$ cat src/rtl/ptu_pkg.sv
// package of the protocol timer unit: register map, field layout, types
// assumes a 32-bit classic wishbone master addressing bytes, one word per register
package ptu_pkg;

    // register indices; byte address is four times the index
    localparam logic [5:0] PTU_IDX_MODE       = 6'h2A;
    localparam logic [5:0] PTU_IDX_PRESC_LO   = 6'h2B;
    localparam logic [5:0] PTU_IDX_RELOAD_HI  = 6'h2C;
    localparam logic [5:0] PTU_IDX_RELOAD_LO  = 6'h2D;
    localparam logic [5:0] PTU_IDX_COUNT_HI   = 6'h2E;
    localparam logic [5:0] PTU_IDX_COUNT_LO   = 6'h2F;
    localparam logic [5:0] PTU_IDX_CTRL       = 6'h38;
    localparam logic [5:0] PTU_IDX_STATUS     = 6'h39;

    // timer_mode_control fields
    localparam int PTU_MODE_AUTO_BIT    = 7;
    localparam int PTU_MODE_GATE_HI     = 6;
    localparam int PTU_MODE_GATE_LO     = 5;
    localparam int PTU_MODE_RESTART_BIT = 4;
    localparam int PTU_MODE_PRESC_HI    = 3;

    // misc_control fields
    localparam int PTU_CTRL_EVEN_BIT  = 0;
    localparam int PTU_CTRL_MULTI_BIT = 1;
    localparam int PTU_CTRL_START_BIT = 2;
    localparam int PTU_CTRL_STOP_BIT  = 3;

    // primary_status fields
    localparam int PTU_STAT_RUN_BIT = 0;
    localparam int PTU_STAT_IRQ_BIT = 1;

    // gate_select codes
    localparam logic [1:0] PTU_GATE_NONE = 2'h0;
    localparam logic [1:0] PTU_GATE_PIN_A = 2'h1;
    localparam logic [1:0] PTU_GATE_AUX  = 2'h2;

    // received bits after which an auto-started timer stops
    localparam logic [2:0] PTU_RX_STOP_BITS = 3'h5;

    // reset values
    localparam logic [7:0]  PTU_BYTE_RESET  = 8'h00;
    localparam logic [15:0] PTU_COUNT_RESET = 16'h0000;

    typedef enum logic [1:0] {
        PTU_T_IDLE  = 2'b00,
        PTU_T_RUN   = 2'b01,
        PTU_T_WATCH = 2'b11
    } ptu_tstate_t;

    typedef struct packed {
        logic        cyc;
        logic        stb;
        logic        we;
        logic [7:0]  adr;
        logic [3:0]  sel;
        logic [31:0] dat;
    } ptu_wb_req_t;

    typedef struct packed {
        logic        ack;
        logic [31:0] dat;
    } ptu_wb_rsp_t;

    typedef struct packed {
        logic [7:0]  mode;
        logic [7:0]  presc_lo;
        logic [7:0]  reload_hi;
        logic [7:0]  reload_lo;
        logic        even_sel;
        logic        multi_rx;
        logic [15:0] count;
        ptu_tstate_t tstate;
        logic [2:0]  rx_cnt;
        logic        irq;
        logic        run_flag;
        logic [1:0]  gate_a_sync;
        logic [1:0]  gate_aux_sync;
        logic        ack;
        logic [31:0] rdat;
    } ptu_state_t;

    localparam ptu_state_t PTU_STATE_RESET = '{
        mode:          PTU_BYTE_RESET,
        presc_lo:      PTU_BYTE_RESET,
        reload_hi:     PTU_BYTE_RESET,
        reload_lo:     PTU_BYTE_RESET,
        even_sel:      1'b0,
        multi_rx:      1'b0,
        count:         PTU_COUNT_RESET,
        tstate:        PTU_T_IDLE,
        rx_cnt:        3'h0,
        irq:           1'b0,
        run_flag:      1'b0,
        gate_a_sync:   2'h0,
        gate_aux_sync: 2'h0,
        ack:           1'b0,
        rdat:          32'h0000_0000
    };

    typedef struct packed {
        logic [25:0] acc;
        logic [12:0] div;
        logic        tick;
    } ptu_presc_state_t;

    localparam ptu_presc_state_t PTU_PRESC_RESET = '{
        acc:  26'h000_0000,
        div:  13'h0000,
        tick: 1'b0
    };

endpackage : ptu_pkg

$ cat src/rtl/ptu_prescaler.sv
// prescaler of the protocol timer: carrier rate enable and programmable divider
// assumes an asynchronous active-low reset whose release the caller has already synchronised
`timescale 1ns/1ns
`default_nettype none

module ptu_prescaler #(
    parameter int CLK_HZ     = 25_000_000,
    parameter int CARRIER_HZ = 13_560_000
) (
    input  wire logic        clk,
    input  wire logic        rst_n,
    input  wire logic        clear,
    input  wire logic        enable,
    input  wire logic        even_sel,
    input  wire logic [11:0] divisor_value,
    output logic             tick
);
    import ptu_pkg::*;

    localparam logic [25:0] CLK_STEP     = 26'(CLK_HZ);
    localparam logic [25:0] CARRIER_STEP = 26'(CARRIER_HZ);

    ptu_presc_state_t st_reg;
    ptu_presc_state_t st_next;
    logic [25:0]      acc_sum;
    logic             carrier_en;
    logic [12:0]      period_m1;

    always_comb begin
        st_next    = st_reg;
        acc_sum    = st_reg.acc + CARRIER_STEP;
        carrier_en = (acc_sum >= CLK_STEP);
        // divider period minus one: 2p for odd formula, 2p+1 for even
        period_m1  = {divisor_value, even_sel};
        st_next.acc  = carrier_en ? (acc_sum - CLK_STEP) : acc_sum;
        st_next.tick = 1'b0;
        if (clear) begin
            st_next.div = period_m1;
        end else if (enable && carrier_en) begin
            if (st_reg.div == 13'h0000) begin
                st_next.div  = period_m1;
                st_next.tick = 1'b1;
            end else begin
                st_next.div = st_reg.div - 13'h0001;
            end
        end
    end

    always_ff @(posedge clk or negedge rst_n) begin
        if (!rst_n) begin
            st_reg <= PTU_PRESC_RESET;
        end else begin
            st_reg <= st_next;
        end
    end

    assign tick = st_reg.tick;

endmodule : ptu_prescaler

`default_nettype wire

$ cat src/rtl/ptu_timer.sv
// protocol timer unit: 16-bit count-down timer with wishbone register access
// assumes tx_end and rx_bit are single-cycle pulses from logic on clk;
// gate pins are asynchronous and are synchronised here
//
// Notes on behaviour
// - with auto-start set, every end of transmission starts the timer.
// - with auto-start set and multi-frame receive off, the fifth bit received after a transmission-end start stops the timer.
// - with auto-start set and multi-frame receive on, received bits never stop the timer; stop_timer_now or expiry without auto-reload does.
// - with auto-start clear, transmission end and received bits have no effect on the timer.
// - gate_select 00 is ungated, 01 gates by pin a, 10 by the auxiliary pin, 11 is treated as ungated.
// - in gated mode the running flag shows the timer as enabled by the gate; the flag never drives gating.
// - with auto-reload set, reaching the end of count reloads the counter from the reload value.
// - with auto-reload clear, the counter runs down to zero and then sets the expired flag.
// - the 12-bit prescale value is mode bits 3 to 0 above the prescaler low byte.
// - with even select clear, the tick rate is the carrier over twice the prescale value plus one.
// - with even select set, the tick rate is the carrier over twice the prescale value plus two.
// - the reload value is held in a writable high byte and a writable low byte.
// - every start event loads the counter from the current reload value.
// - writes to the reload bytes leave a running count alone until the next start or auto-reload.
// - the live counter reads back as a high byte and a low byte, both read-only.
`timescale 1ns/1ns
`default_nettype none

module ptu_timer #(
    parameter int CLK_HZ     = 25_000_000,
    parameter int CARRIER_HZ = 13_560_000
) (
    input  wire logic                 clk,
    input  wire logic                 nrst,
    input  wire ptu_pkg::ptu_wb_req_t wb_req,
    output ptu_pkg::ptu_wb_rsp_t      wb_rsp,
    input  wire logic                 tx_end,
    input  wire logic                 rx_bit,
    input  wire logic                 gate_input_pin_a,
    input  wire logic                 auxiliary_gate_pin,
    output logic                      timer_expired_irq,
    output logic                      timer_running_flag
);
    import ptu_pkg::*;

    // gate level for the selected source
    function automatic logic gate_open(input logic [1:0] gsel,
                                       input logic       pin_a,
                                       input logic       pin_aux);
        case (gsel)
            PTU_GATE_PIN_A: gate_open = pin_a;
            PTU_GATE_AUX:   gate_open = pin_aux;
            default:        gate_open = 1'b1;
        endcase
    endfunction : gate_open

    // byte lane 0 of a write, if selected
    function automatic logic [7:0] lane0(input logic [7:0] old_val,
                                         input logic [3:0] sel,
                                         input logic [31:0] dat);
        lane0 = sel[0] ? dat[7:0] : old_val;
    endfunction : lane0

    logic [1:0] rst_sync;
    logic       rst_n;

    always_ff @(posedge clk or negedge nrst) begin
        if (!nrst) begin
            rst_sync <= 2'h0;
        end else begin
            rst_sync <= {rst_sync[0], 1'b1};
        end
    end

    assign rst_n = rst_sync[1];

    ptu_state_t  st_reg;
    ptu_state_t  st_next;
    logic        req;
    logic        wr_commit;
    logic [5:0]  idx;
    logic        auto_start;
    logic        auto_reload;
    logic [1:0]  gsel;
    logic [11:0] divisor;
    logic        gate_ok;
    logic        running;
    logic        start_ev;
    logic        stop_ev;
    logic        sw_start;
    logic        sw_stop;
    logic        irq_clr;
    logic        expire;
    logic        tick;
    logic        presc_clear;
    logic [7:0]  rd_byte;

    assign auto_start  = st_reg.mode[PTU_MODE_AUTO_BIT];
    assign auto_reload = st_reg.mode[PTU_MODE_RESTART_BIT];
    assign gsel        = st_reg.mode[PTU_MODE_GATE_HI:PTU_MODE_GATE_LO];
    assign divisor     = {st_reg.mode[PTU_MODE_PRESC_HI:0], st_reg.presc_lo};
    assign running     = (st_reg.tstate != PTU_T_IDLE);
    assign gate_ok     = gate_open(gsel, st_reg.gate_a_sync[1],
                                   st_reg.gate_aux_sync[1]);

    assign req       = wb_req.cyc && wb_req.stb;
    assign wr_commit = req && wb_req.we && st_reg.ack;
    assign idx       = wb_req.adr[7:2];

    assign sw_start = wr_commit && (idx == PTU_IDX_CTRL) && wb_req.sel[0]
                      && wb_req.dat[PTU_CTRL_START_BIT];
    assign sw_stop  = wr_commit && (idx == PTU_IDX_CTRL) && wb_req.sel[0]
                      && wb_req.dat[PTU_CTRL_STOP_BIT];
    assign irq_clr  = wr_commit && (idx == PTU_IDX_STATUS) && wb_req.sel[0]
                      && wb_req.dat[PTU_STAT_IRQ_BIT];

    // protocol start only under auto-start
    assign start_ev = sw_start || (auto_start && tx_end);

    // fifth received bit ends a watched run unless multi-frame receive is on
    assign stop_ev = sw_stop
                     || (st_reg.tstate == PTU_T_WATCH && auto_start && !st_reg.multi_rx
                         && rx_bit && st_reg.rx_cnt == PTU_RX_STOP_BITS - 3'h1);

    // prescaler restarts with each start so the first tick is a full period
    assign presc_clear = start_ev || !running;

    ptu_prescaler #(
        .CLK_HZ     (CLK_HZ),
        .CARRIER_HZ (CARRIER_HZ)
    ) u_presc (
        .clk           (clk),
        .rst_n         (rst_n),
        .clear         (presc_clear),
        .enable        (running && gate_ok),
        // next value so a start written with the even select uses it from the first period
        .even_sel      (st_next.even_sel),
        .divisor_value (divisor),
        .tick          (tick)
    );

    assign expire = running && tick && (st_reg.count == 16'h0000);

    always_comb begin
        case (idx)
            PTU_IDX_MODE:      rd_byte = st_reg.mode;
            PTU_IDX_PRESC_LO:  rd_byte = st_reg.presc_lo;
            PTU_IDX_RELOAD_HI: rd_byte = st_reg.reload_hi;
            PTU_IDX_RELOAD_LO: rd_byte = st_reg.reload_lo;
            PTU_IDX_COUNT_HI:  rd_byte = st_reg.count[15:8];
            PTU_IDX_COUNT_LO:  rd_byte = st_reg.count[7:0];
            PTU_IDX_CTRL: begin
                rd_byte = 8'h00;
                rd_byte[PTU_CTRL_EVEN_BIT]  = st_reg.even_sel;
                rd_byte[PTU_CTRL_MULTI_BIT] = st_reg.multi_rx;
            end
            PTU_IDX_STATUS: begin
                rd_byte = 8'h00;
                rd_byte[PTU_STAT_RUN_BIT] = st_reg.run_flag;
                rd_byte[PTU_STAT_IRQ_BIT] = st_reg.irq;
            end
            default:           rd_byte = 8'h00;
        endcase
    end

    always_comb begin
        st_next = st_reg;

        st_next.gate_a_sync   = {st_reg.gate_a_sync[0], gate_input_pin_a};
        st_next.gate_aux_sync = {st_reg.gate_aux_sync[0], auxiliary_gate_pin};

        // one-wait classic slave: ack in the cycle after the request, dropped after one
        st_next.ack = req && !st_reg.ack;
        if (req && !st_reg.ack) begin
            st_next.rdat = {24'h00_0000, rd_byte};
        end

        if (wr_commit) begin
            case (idx)
                PTU_IDX_MODE: begin
                    st_next.mode = lane0(st_reg.mode, wb_req.sel, wb_req.dat);
                end
                PTU_IDX_PRESC_LO: begin
                    st_next.presc_lo = lane0(st_reg.presc_lo, wb_req.sel, wb_req.dat);
                end
                PTU_IDX_RELOAD_HI: begin
                    st_next.reload_hi = lane0(st_reg.reload_hi, wb_req.sel, wb_req.dat);
                end
                PTU_IDX_RELOAD_LO: begin
                    st_next.reload_lo = lane0(st_reg.reload_lo, wb_req.sel, wb_req.dat);
                end
                PTU_IDX_CTRL: begin
                    if (wb_req.sel[0]) begin
                        st_next.even_sel = wb_req.dat[PTU_CTRL_EVEN_BIT];
                        st_next.multi_rx = wb_req.dat[PTU_CTRL_MULTI_BIT];
                    end
                end
                default: begin
                end
            endcase
        end

        // received bits are counted only while a protocol-started run watches
        if (st_reg.tstate == PTU_T_WATCH && rx_bit && st_reg.rx_cnt != PTU_RX_STOP_BITS) begin
            st_next.rx_cnt = st_reg.rx_cnt + 3'h1;
        end

        case (st_reg.tstate)
            PTU_T_IDLE: begin
            end
            PTU_T_RUN, PTU_T_WATCH: begin
                if (tick) begin
                    if (st_reg.count != 16'h0000) begin
                        st_next.count = st_reg.count - 16'h0001;
                    end else if (auto_reload) begin
                        st_next.count = {st_reg.reload_hi, st_reg.reload_lo};
                    end else begin
                        st_next.tstate = PTU_T_IDLE;
                    end
                end
            end
            default: begin
                st_next.tstate = PTU_T_IDLE;
            end
        endcase

        // start overrides running count; stop wins over start
        if (start_ev) begin
            st_next.count  = {st_reg.reload_hi, st_reg.reload_lo};
            st_next.rx_cnt = 3'h0;
            st_next.tstate = (auto_start && tx_end) ? PTU_T_WATCH : PTU_T_RUN;
        end
        if (stop_ev) begin
            st_next.tstate = PTU_T_IDLE;
        end

        // expired flag: hardware set wins over software clear
        if (irq_clr) begin
            st_next.irq = 1'b0;
        end
        if (expire && !auto_reload) begin
            st_next.irq = 1'b1;
        end

        // running flag follows the gate in gated mode, never the other way
        st_next.run_flag = (st_next.tstate != PTU_T_IDLE)
                           && (gsel == PTU_GATE_NONE || gsel == 2'h3 || gate_ok);
    end

    always_ff @(posedge clk or negedge rst_n) begin
        if (!rst_n) begin
            st_reg <= PTU_STATE_RESET;
        end else begin
            st_reg <= st_next;
        end
    end

    assign wb_rsp.ack         = st_reg.ack;
    assign wb_rsp.dat         = st_reg.rdat;
    assign timer_expired_irq  = st_reg.irq;
    assign timer_running_flag = st_reg.run_flag;

endmodule : ptu_timer

`default_nettype wire

$ cat config.mk
export PLATFORM = sky130hd
export DESIGN_NAME = ptu_timer
export DESIGN_NICKNAME = d
export VERILOG_FILES = /design/src/rtl/ptu_pkg.sv /design/src/rtl/ptu_prescaler.sv /design/src/rtl/ptu_timer.sv
export SDC_FILE = /design/constraint.sdc
export NUM_CORES = 1
export LEC_CHECK = 0
export ABC_AREA = 1
export BUFFER_PORTS_ARGS = -buffer_cell sky130_fd_sc_hd__buf_2
export CAP_MARGIN = 15
export CORE_MARGIN = 10
export CORE_UTILIZATION = 40
export DETAILED_ROUTE_END_ITERATION = 7
export GPL_TIMING_DRIVEN = 0
export HOLD_SLACK_MARGIN = 0.03
export PLACE_DENSITY_LB_ADDON = 0.15
export RECOVER_POWER = 25
export SYNTH_ARGS = -nofsm -noshare
export SYNTH_HDL_FRONTEND = slang
export SYNTH_SLANG_ARGS = --single-unit
export TNS_END_PERCENT = 20
$ cat constraint.sdc
create_clock -name clk -period 4.3 [get_ports clk]
set_input_delay 0.215 -clock clk [delete_from_list [all_inputs] [get_ports clk]]
set_output_delay 0.215 -clock clk [all_outputs]
set_load 0.005 [all_outputs]
# [After elaboration in Yosys (flattened, before gate mapping)]
# Cells that the tools add are included.
[word_totals] register_bits=112 in_bits=53 output_inout_bits=35
[op_classes] reduce_logical=53 mux=24 n_eq_ne=15 n_addsub=5 n_lt_le_gt_ge=1
[op_table] operator="$pmux 8 s8" count=1
[op_table] operator="$eq 6x6->1 const B" count=8
[op_table] operator="$mux 16" count=3
[op_table] operator="$add 26x24->26 const B" count=1
[op_table] operator="$ge 26x25->1 const B" count=1
[op_table] operator="$mux 13" count=2
[op_table] operator="$mux 26" count=1
[op_table] operator="$sub 26x25->26 const B" count=1
[op_table] operator="$logic_and 1x1->1" count=24
[op_table] operator="$mux 21" count=1
[op_table] operator="$mux 18" count=1
[op_table] operator="$reduce_and 3->1" count=6
[op_table] operator="$logic_not 16->1" count=1
[op_table] operator="$reduce_bool 16->1" count=1
[op_table] operator="$sub 16x1->16 const B" count=1
[op_table] operator="$mux 14" count=1
[op_table] operator="$mux 2" count=7
[op_table] operator="$reduce_bool 2->1" count=7
[op_table] operator="$logic_not 13->1" count=1
[op_table] operator="$sub 13x1->13 const B" count=1
[op_table] operator="$eq 2x2->1 const B" count=3
[op_table] operator="$logic_or 1x1->1" count=5
[op_table] operator="$eq 2x1->1 const B" count=2
[op_table] operator="$logic_not 1->1" count=4
[op_table] operator="10 further kinds" count=14

# [Depth between registers and ports, before layout]
# Gate-level depths: netlist of the first run.
[logic_depth] word_depth=11 depth_mapped=19

# [Cells and area by module]
# Synthesis of the first run repeated with hierarchy kept, for this count alone.
[unflattened] hier_cells=1063 hier_area_um2=7412.1
[by_module_without_submodules] module="ptu_timer" cells_each=603 seq_area_each_um2=1801.7 area_per_inst_um2=4342.9 instances=1
[by_module_without_submodules] module="ptu_prescaler" cells_each=460 seq_area_each_um2=850.8 area_per_inst_um2=3069.2 instances=1

# [Worst setup path after synthesis of the first run]
# Ideal clock, no wire load.
[synth_timing] kind="register to register" from="reg u_presc.st_reg[20] (netlist name)" to="reg u_presc.st_reg[31] (netlist name)" setup_ns=0.124 period_less_slack_ns=2.108 stages_incl_launch_ff=17 setup_slack_ns=2.192 arrival_time_ns=1.984 required_ns=4.176 path_cell_list="dfrtp_1 -> inv_1 -> ha_1 -> nor2_1 -> nand2_1 -> nand3_1 -> nand2_1 -> inv_1 -> nand2_1 -> nor2_1 -> nand3_1 -> nand3_1 -> nand2_2 -> nand2_4 -> buf_6 -> nand2_2 -> xnor2_2"
[synth_lines] item="start: declaration" line_no="ptu_prescaler.sv:23" text="ptu_presc_state_t st_reg;"
[synth_lines] item="start signal: assignment" line_no="ptu_prescaler.sv:53" text="st_reg <= st_next;"

==> qor.yml, run 1 <==
run_status:
  status: "finished with violations"
  violations: "capacitance limit, slew limit"
die:
  fp.dieArea_um2: 22200
  coreArea_um2: 16500
  io-pin-count: 88
  row_count: 47
  die_w_um: 149
  start_util_pct: 40.4
  die_y_um: 149
placed_design:
  place_hpwl_um: 13900
  post-place-ws_ns: 1.72
  gp_congestion: 0.933
  place.port_buffers: 34
  placed_cell_area_um2: 7210
synth:
  avgSynthCellArea_um2: 7.28
  synth_area_leader_cell: "dfrtp_1"
  syn_inst: 914
  yosysTopAreaCellShare_pct: 39.9
  ys_seq_elements: 106
  synth-seq-area-share_pct: 39.9
  async_reset_ff_share_pct: 100
  synth_cell_types: 44
  synth-edff-count: 0
  syn-cell-area_um2: 6650
  synth.top_cells.by_area: "dfrtp_1 (40%), nand2_1 (14%), inv_1 (6.4%)"
  synth_top_flop_cell: "dfrtp_1"
  yosysWarnings: 0
critical_path:
  r2r_slack_ns: 1.56
  arrival_ns: 2.60
  cp.required_ns: 4.16
  crit_type: "reg -> async"
  worst_setup_path_start_kind: "flip-flop"
  critPathMaxFanout: 67
  worstSetupEndpointType: "async pin"
global_route:
  grt_overflow_total: 0
  globalRouteTotalUtil_pct: 16.3
  first_global_vias: 5478
  antenna_found_initial: 0
  grt_pass1_wl_um: 29200
  grt_max_degree: 68
run:
  cap_violations: 1
cells_and_area:
  fill_cells: 1718
  drive_gt1_share_pct: 12.6
  diodes: 0
  area_growth_pct: 12.9
  design_area_um2: 7510
  fin_nets: 1052
  fin_util_pct: 45.6
  largest_register_ffs: 41
timing:
  clock_skew_ns: 0.0116
  rsz0062_at_grt: "false"
  finalSetupViolCount: 0
  fin_crit_sh_pct: 63.7
  tightest_slew_ns: 2.76
  tns_ns: 0
  fmax_ghz: 0.365
  slew_violations: 67
  hold_viol_final: 0
  relSlewSlack_pct: -83.8
  period_minus_slack_ns: 2.74
  setup_ws_ns: 1.56
clock_network:
  cts-root-buf: "clkbuf_16"
  cts_tree: "yes"
  htree_num_levels: 3
  clk_pin_slew_ns: 0.08
  clock_path_buffers: 2
  clock-sinks: 106
  clock_latency_ns: 0.36
  cts_buffers: 9
  post_cts_buffers: 0
power:
  power.density_nw_per_um2: 297
  ir_drop_uv: 214
  p_leak_nw: 3.76
detailed_routing:
  drc: 0
  ant_nets: 0
  first_pass_iters: 6
  wire_per_inst_um: 14.6
  avgViaCountPerCell: 4.86
  drt-initial-drc-count: 344
  totalWireLength_um: 17700
  vias: 5885
min_path:
  min_path_type: "in -> reg"
==> per-layer routing <==
metal	share of wire, %	routed length [um]	track usage (%)
met2	44	7740	23.8
met3	4.2	740	2.40
met4	1.7	303	5.25
met1	50	8910	23.9
met5	0	0	0
==> cells in the final DEF, fill, tap and decap left out, types with 3 or more instances in the layout <==
| master | instances |
|---|---|
| nand2_1 | 256 |
| inv_1 | 114 |
| dfrtp_1 | 106 |
| nor2_1 | 85 |
| o21ai_0 | 67 |
| nand3_1 | 60 |
| buf_2 | 35 |
| buf_4 | 34 |
| xor2_1 | 30 |
| conb_1 | 25 |
| a21oi_1 | 18 |
| nand4_1 | 16 |
| nand2_2 | 14 |
| ha_1 | 13 |
| o22ai_1 | 11 |
| clkbuf_1 | 9 |
| o211ai_1 | 9 |
| clkbuf_16 | 9 |
| nor3_1 | 8 |
| o221ai_1 | 8 |
| inv_2 | 7 |
| a221oi_1 | 5 |
| nor2_2 | 5 |
| xnor2_1 | 4 |
| clkinvlp_4 | 4 |
| or2_2 | 3 |
| o31ai_1 | 3 |
| nand3b_1 | 3 |
| dlygate4sd3_1 | 3 |
==> report_power, final <==
group	internal (mW)	switching, mW
combinational	0.144	0.167
clock	0.396	0.387
sequential	1.06	0.0742
==> cell usage after synthesis, types with 13 or more instances <==
| library cell | number |
|---|---|
| nand2_1 | 256 |
| inv_1 | 114 |
| dfrtp_1 | 106 |
| nor2_1 | 85 |
| o21ai_0 | 67 |
| nand3_1 | 60 |
| buf_4 | 34 |
| xor2_1 | 30 |
| a21oi_1 | 18 |
| nand4_1 | 16 |
| nand2_2 | 14 |
| ha_1 | 13 |
==> cell families after synthesis <==
| kind of cell | count (synthesis) | share of synthesized area [%] |
|---|---|---|
| AOI/OAI and AO/OA | 128 | 11.2 |
| xor gates and xnor gates | 35 | 4.72 |
| adders and majority gates | 13 | 2.44 |
| buffers and inverters | 168 | 11.7 |
| DFF | 106 | 39.9 |
| muxes | 1 | 0.150 |
| other | 2 | 0.113 |
| and+or+nand+nor | 461 | 29.8 |
==> worst paths after layout <==
path                                         startpoint                           end  cells after the start
max in group clk           u_presc.st_reg[21]$_DFF_PN0_  u_presc.st_reg[37]$_DFF_PN0_                     18
max reg2reg                       rst_sync[1]$_DFF_PN0_        st_reg[55]$_DFFE_PN0P_                      0
min                                              tx_end          st_reg[43]$_DFF_PN0_                      3
min reg2reg                       st_next[34]$_DFF_PN0_          st_reg[34]$_DFF_PN0_                      0
min in group asynchronous                          nrst         rst_sync[0]$_DFF_PN0_                      2
max                               rst_sync[1]$_DFF_PN0_        st_reg[55]$_DFFE_PN0P_                      0
==> per-stage QoR <==
stage,hold WS (ns),power (mW),instances
floorplan,-0.0806,1.38,937
global placement,0.00225,1.46,1191
detailed placement,0.00319,1.46,1192
CTS,0.146,2.25,1211
global route,0.178,2.35,1211
finish,0.147,2.23,1211
==> repair_timing <==
item,in CTS,in global routing
endpoints found under the hold margin,4,0
gates resized for setup,0,0
hold buffers,3,0
==> layout make-up <==
cell class / instances / area (um2) / area share, %
clock buffers: 9 / 225 / 3.00
plain buffers: 46 / 319 / 4.25
clock inverters: 7 / 52.6 / 0.700
well taps: 220 / 275 / 3.66
flip-flops and latches: 106 / 2650 / 35.3
repair buffers: 38 / 218 / 2.90
multi-input cells: 663 / 3310 / 44.1
inverters: 122 / 458 / 6.10
No activity file was read; power rests on OpenSTA's default activity.
==> inputs of run 2 (changes only) <==
--- a/config.mk
+++ b/config.mk
@@ -5,7 +5,7 @@
 export SDC_FILE = /design/constraint.sdc
 export NUM_CORES = 1
 export LEC_CHECK = 0
-export ABC_AREA = 1
+export ABC_AREA = 0
 export BUFFER_PORTS_ARGS = -buffer_cell sky130_fd_sc_hd__buf_2
 export CAP_MARGIN = 15
 export CORE_MARGIN = 10
==> constraint.sdc (replaced) <==
create_clock -name clk -period 2.7 [get_ports clk]
set_input_delay 0.135 -clock clk [delete_from_list [all_inputs] [get_ports clk]]
set_output_delay 0.135 -clock clk [all_outputs]
set_load 0.005 [all_outputs]
==> run 2 against run 1 <==
The flow finishes with violations (capacitance limit, slew limit, setup timing); die area shrank 3.4%; critical path depth is 13 higher; highest routed layer unchanged; sequential share of layout area is 2.3 points lower; synthesized cell count is 24% lower; final cell count decreased by 15%; sequential cell count did not move; global-route usage up 0.72 points; sequential power is 50% higher; largest power group unchanged.
==> qor.yml, run 2 <==
clock_network:
  clock_path_buffers: 2  # unchanged
  clock_latency_ns: 0.36  # about the same
  clock-sinks: 106  # unchanged
  cts-root-buf: "clkbuf_16"
  cts_tree: "yes"
  cts_buffers: 9  # unchanged
  clk_pin_slew_ns: 0.07  # about the same
  htree_num_levels: 3  # unchanged
detailed_routing:
  totalWireLength_um: 18300  # +3.2%
  first_pass_iters: 5  # -1
  ant_nets: 0  # unchanged
  wire_per_inst_um: 17.8  # +22%
  avgViaCountPerCell: 5.46  # +12%
  vias: 5590  # -5.0%
  drt-initial-drc-count: 449  # +31%
  drc: 0  # unchanged
timing:
  hold_viol_final: 0  # unchanged
  tns_ns: -5.51  # -5.51 ns
  tightest_slew_ns: 1.69  # -1.07 ns
  relSlewSlack_pct: -12.4  # +71 points
  clock_skew_ns: 0.00816  # -0.00345 ns
  fin_crit_sh_pct: 114  # +50 points
  hold_slack_ns: 0.0765  # -0.0703 ns
  slew_violations: 38  # -43%
  finalSetupViolCount: 33  # +33
  setup_ws_ns: -0.373  # -1.93 ns
  fmax_ghz: 0.325  # -11%
  rsz0062_at_grt: "true"
  period_minus_slack_ns: 3.07  # +0.335 ns
placed_design:
  post-place-ws_ns: -1.04  # -2.76 ns
  place.port_buffers: 34  # unchanged
  placed_cell_area_um2: 6960  # -3.5%
  dp.cells: 966  # -19%
  gp_congestion: 0.917  # -1.7%
  place_hpwl_um: 13000  # -6.7%
critical_path:
  r2r_slack_ns: -0.37  # -1.93 ns
  cp.required_ns: 2.99  # -1.17 ns
  crit_top_cell: "buf_4"
  crit_type: "reg -> reg"
  arrival_ns: 3.36  # +0.76 ns
  endpoint: "u_presc.st_reg[26]$_DFF_PN0_"
  r2r_end: "u_presc.st_reg[26]$_DFF_PN0_"
  r2r_cells: 13  # +13
  worstSetupEndpointType: "flip-flop"
  slowest_delay_ns: 0.48
  critPathMaxFanout: 7  # -90%
  slowest_stage: "or4_4"
  worst_setup_path_start_kind: "flip-flop"
  r2r-start: "u_presc.st_reg[21]$_DFF_PN0_"
  worstPathCellList: "buf_4 > ha_4 > a211oi_4 > o31ai_4 > xnor2_2 > a311oi_2 > nor4_4 > buf_4 > a21oi_4 > buf_6 > or4_4 > nand3_2 > xor2_1"
  cp-startpoint: "u_presc.st_reg[21]$_DFF_PN0_"
global_route:
  met2_usage_pct: 26.9  # +3.1 points
  grt_overflow_total: 0  # unchanged
  top_usage_layer: "met2"
  grt_max_degree: 68  # unchanged
  use_met3_pct: 3.06  # +0.66 points
  grt_pass1_wl_um: 29800  # +2.2%
  antenna_found_initial: 0  # unchanged
  globalRouteTotalUtil_pct: 17.0  # +0.72 points
  first_global_vias: 5632  # +2.8%
  grt_use_met1_pct: 22.5  # -1.4 points
synth:
  yosysWarnings: 0  # unchanged
  syn_inst: 691  # -24%
  synth_commonest_cells: "dfrtp_1 (106), nor2_1 (75), nand2_1 (60), o21ai_0 (57), mux2_2 (37)"
  synth_top_flop_cell: "dfrtp_1"
  ys_seq_elements: 106  # unchanged
  syn-cell-area_um2: 6390  # -3.9%
  synth-seq-area-share_pct: 41.5  # +1.6 points
  synth.top_cells.by_area: "dfrtp_1 (41%), mux2_2 (6.5%), o21ai_0 (4.5%)"
  synth_area_leader_cell: "dfrtp_1"
  synth-edff-count: 0  # unchanged
  avgSynthCellArea_um2: 9.25  # +27%
  synth_cell_types: 70  # +59%
  async_reset_ff_share_pct: 100  # unchanged
  yosysTopAreaCellShare_pct: 41.5  # +1.6 points
  yosysMostFrequentCell: "dfrtp_1"
cells_and_area:
  final_cell_mix: "dfrtp_1 (103), nor2_1 (69), buf_4 (67), nand2_1 (56), o21ai_0 (53)"
  diodes: 0  # unchanged
  area_growth_pct: 25.8
  fin_util_pct: 51.0  # +5.4 points
  fin_nets: 869  # -17%
  final_common_cell: "dfrtp_1"
  design_area_um2: 8050  # +7.1%
  final_cell_count_no_fill: 1024  # -15%
  largest_register_ffs: 41  # unchanged
  drive_gt1_share_pct: 31.1  # +18 points
power:
  pwr-share-seq_pct: 48.0  # -2.9 points
  power.density_nw_per_um2: 439  # +48%
  p_int_mw: 2.56  # +60%
  ir_drop_uv: 362  # +70%
  power.total_mw: 3.53  # +59%
  p_clk_share_pct: 38.7  # +3.6 points
  p_leak_nw: 3.58  # -4.9%
  switching_share_pct: 27.5  # -0.72 points
  combPwrFrac_pct: 13.3  # -0.7 points
  power.switching_mw: 0.971  # +55%
run_status:
  status: "finished with violations"
  violations: "capacitance limit, slew limit, setup timing"
die:
  fp.dieArea_um2: 21400  # -3.4%
  die_w_um: 146  # -1.7%
  io-pin-count: 88  # unchanged
  coreArea_um2: 15800  # -4.2%
  row_count: 46  # -2.1%
  die_y_um: 146  # -1.7%
  start_util_pct: 40.6  # +0.14 points
run:
  cap_violations: 1  # unchanged
min_path:
  min_path_type: "in -> async"
[run 2: cell families after synthesis]
kind of cell	after synthesis	share of synthesized area [%]
simple gates	229	17.4
compound gates	172	17.4
flops	106	41.5
buf+inv	78	6.91
mux	52	8.86
xor+xnor	39	5.34
fa+ha+maj	13	2.54
other cells	2	0.117
[run 2: power groups by stage]
stage               Clock (mW)  Sequential, mW  Combinational, mW
floorplan                    0            1.72              0.303
global placement             0            1.74              0.400
global route              1.47            1.70              0.537
detailed placement           0            1.72              0.430
finish                    1.37            1.70              0.471
CTS                       1.40            1.69              0.464
[run 2: layout make-up]
cell class / instances / area (um2)
repair buffers: 79 / 557
plain buffers: 57 / 392
multi-input cells: 530 / 3790
fillers: 1463 / 7720
clock buffers: 10 / 239
inverters: 20 / 77.6
clock inverters: 6 / 65.1
flip-flops and latches: 106 / 2660
well taps: 216 / 270
[run 2: worst min-delay path by stage]
stage | start | to | slack [ns] | cells after the start
after global routing | wb_req[7] | st_reg[77]$_DFFE_PN0P_ | 0.07 | 2
final | nrst | rst_sync[0]$_DFF_PN0_ | 0.08 | 2
after floorplan | nrst | rst_sync[0]$_DFF_PN0_ | -0.16 | 0
after detailed placement | nrst | rst_sync[0]$_DFF_PN0_ | -0.08 | 1
after CTS | nrst | rst_sync[1]$_DFF_PN0_ | 0.07 | 2
after global placement | nrst | rst_sync[0]$_DFF_PN0_ | -0.08 | 1
[run 2: metal layers]
layer	part of all wire (%)	routed length, um
met1	46	8460
met2	46	8470
met3	4.9	901
met4	2.3	427
met5	0	0
[run 2: critical path: cells and delay by family (launching register included)]
| family | cells | cell delay (ns) |
|---|---|---|
| and+or+nand+nor | 3 | 0.91 |
| buffers and inverters | 3 | 0.48 |
| adders and majority gates | 1 | 0.19 |
| AOI/OAI and AO/OA | 4 | 0.62 |
| DFF | 1 | 0.40 |
| xor gates and xnor gates | 2 | 0.40 |
[run 2: repair_timing]
action,in CTS,in global routing
gates resized for setup,89,22
pin swaps,32,14
buffers inserted,28,12
hold buffers,3,0
cloned,0,0
hold endpoints to repair,4,0
endpoints found under the setup margin,50,50
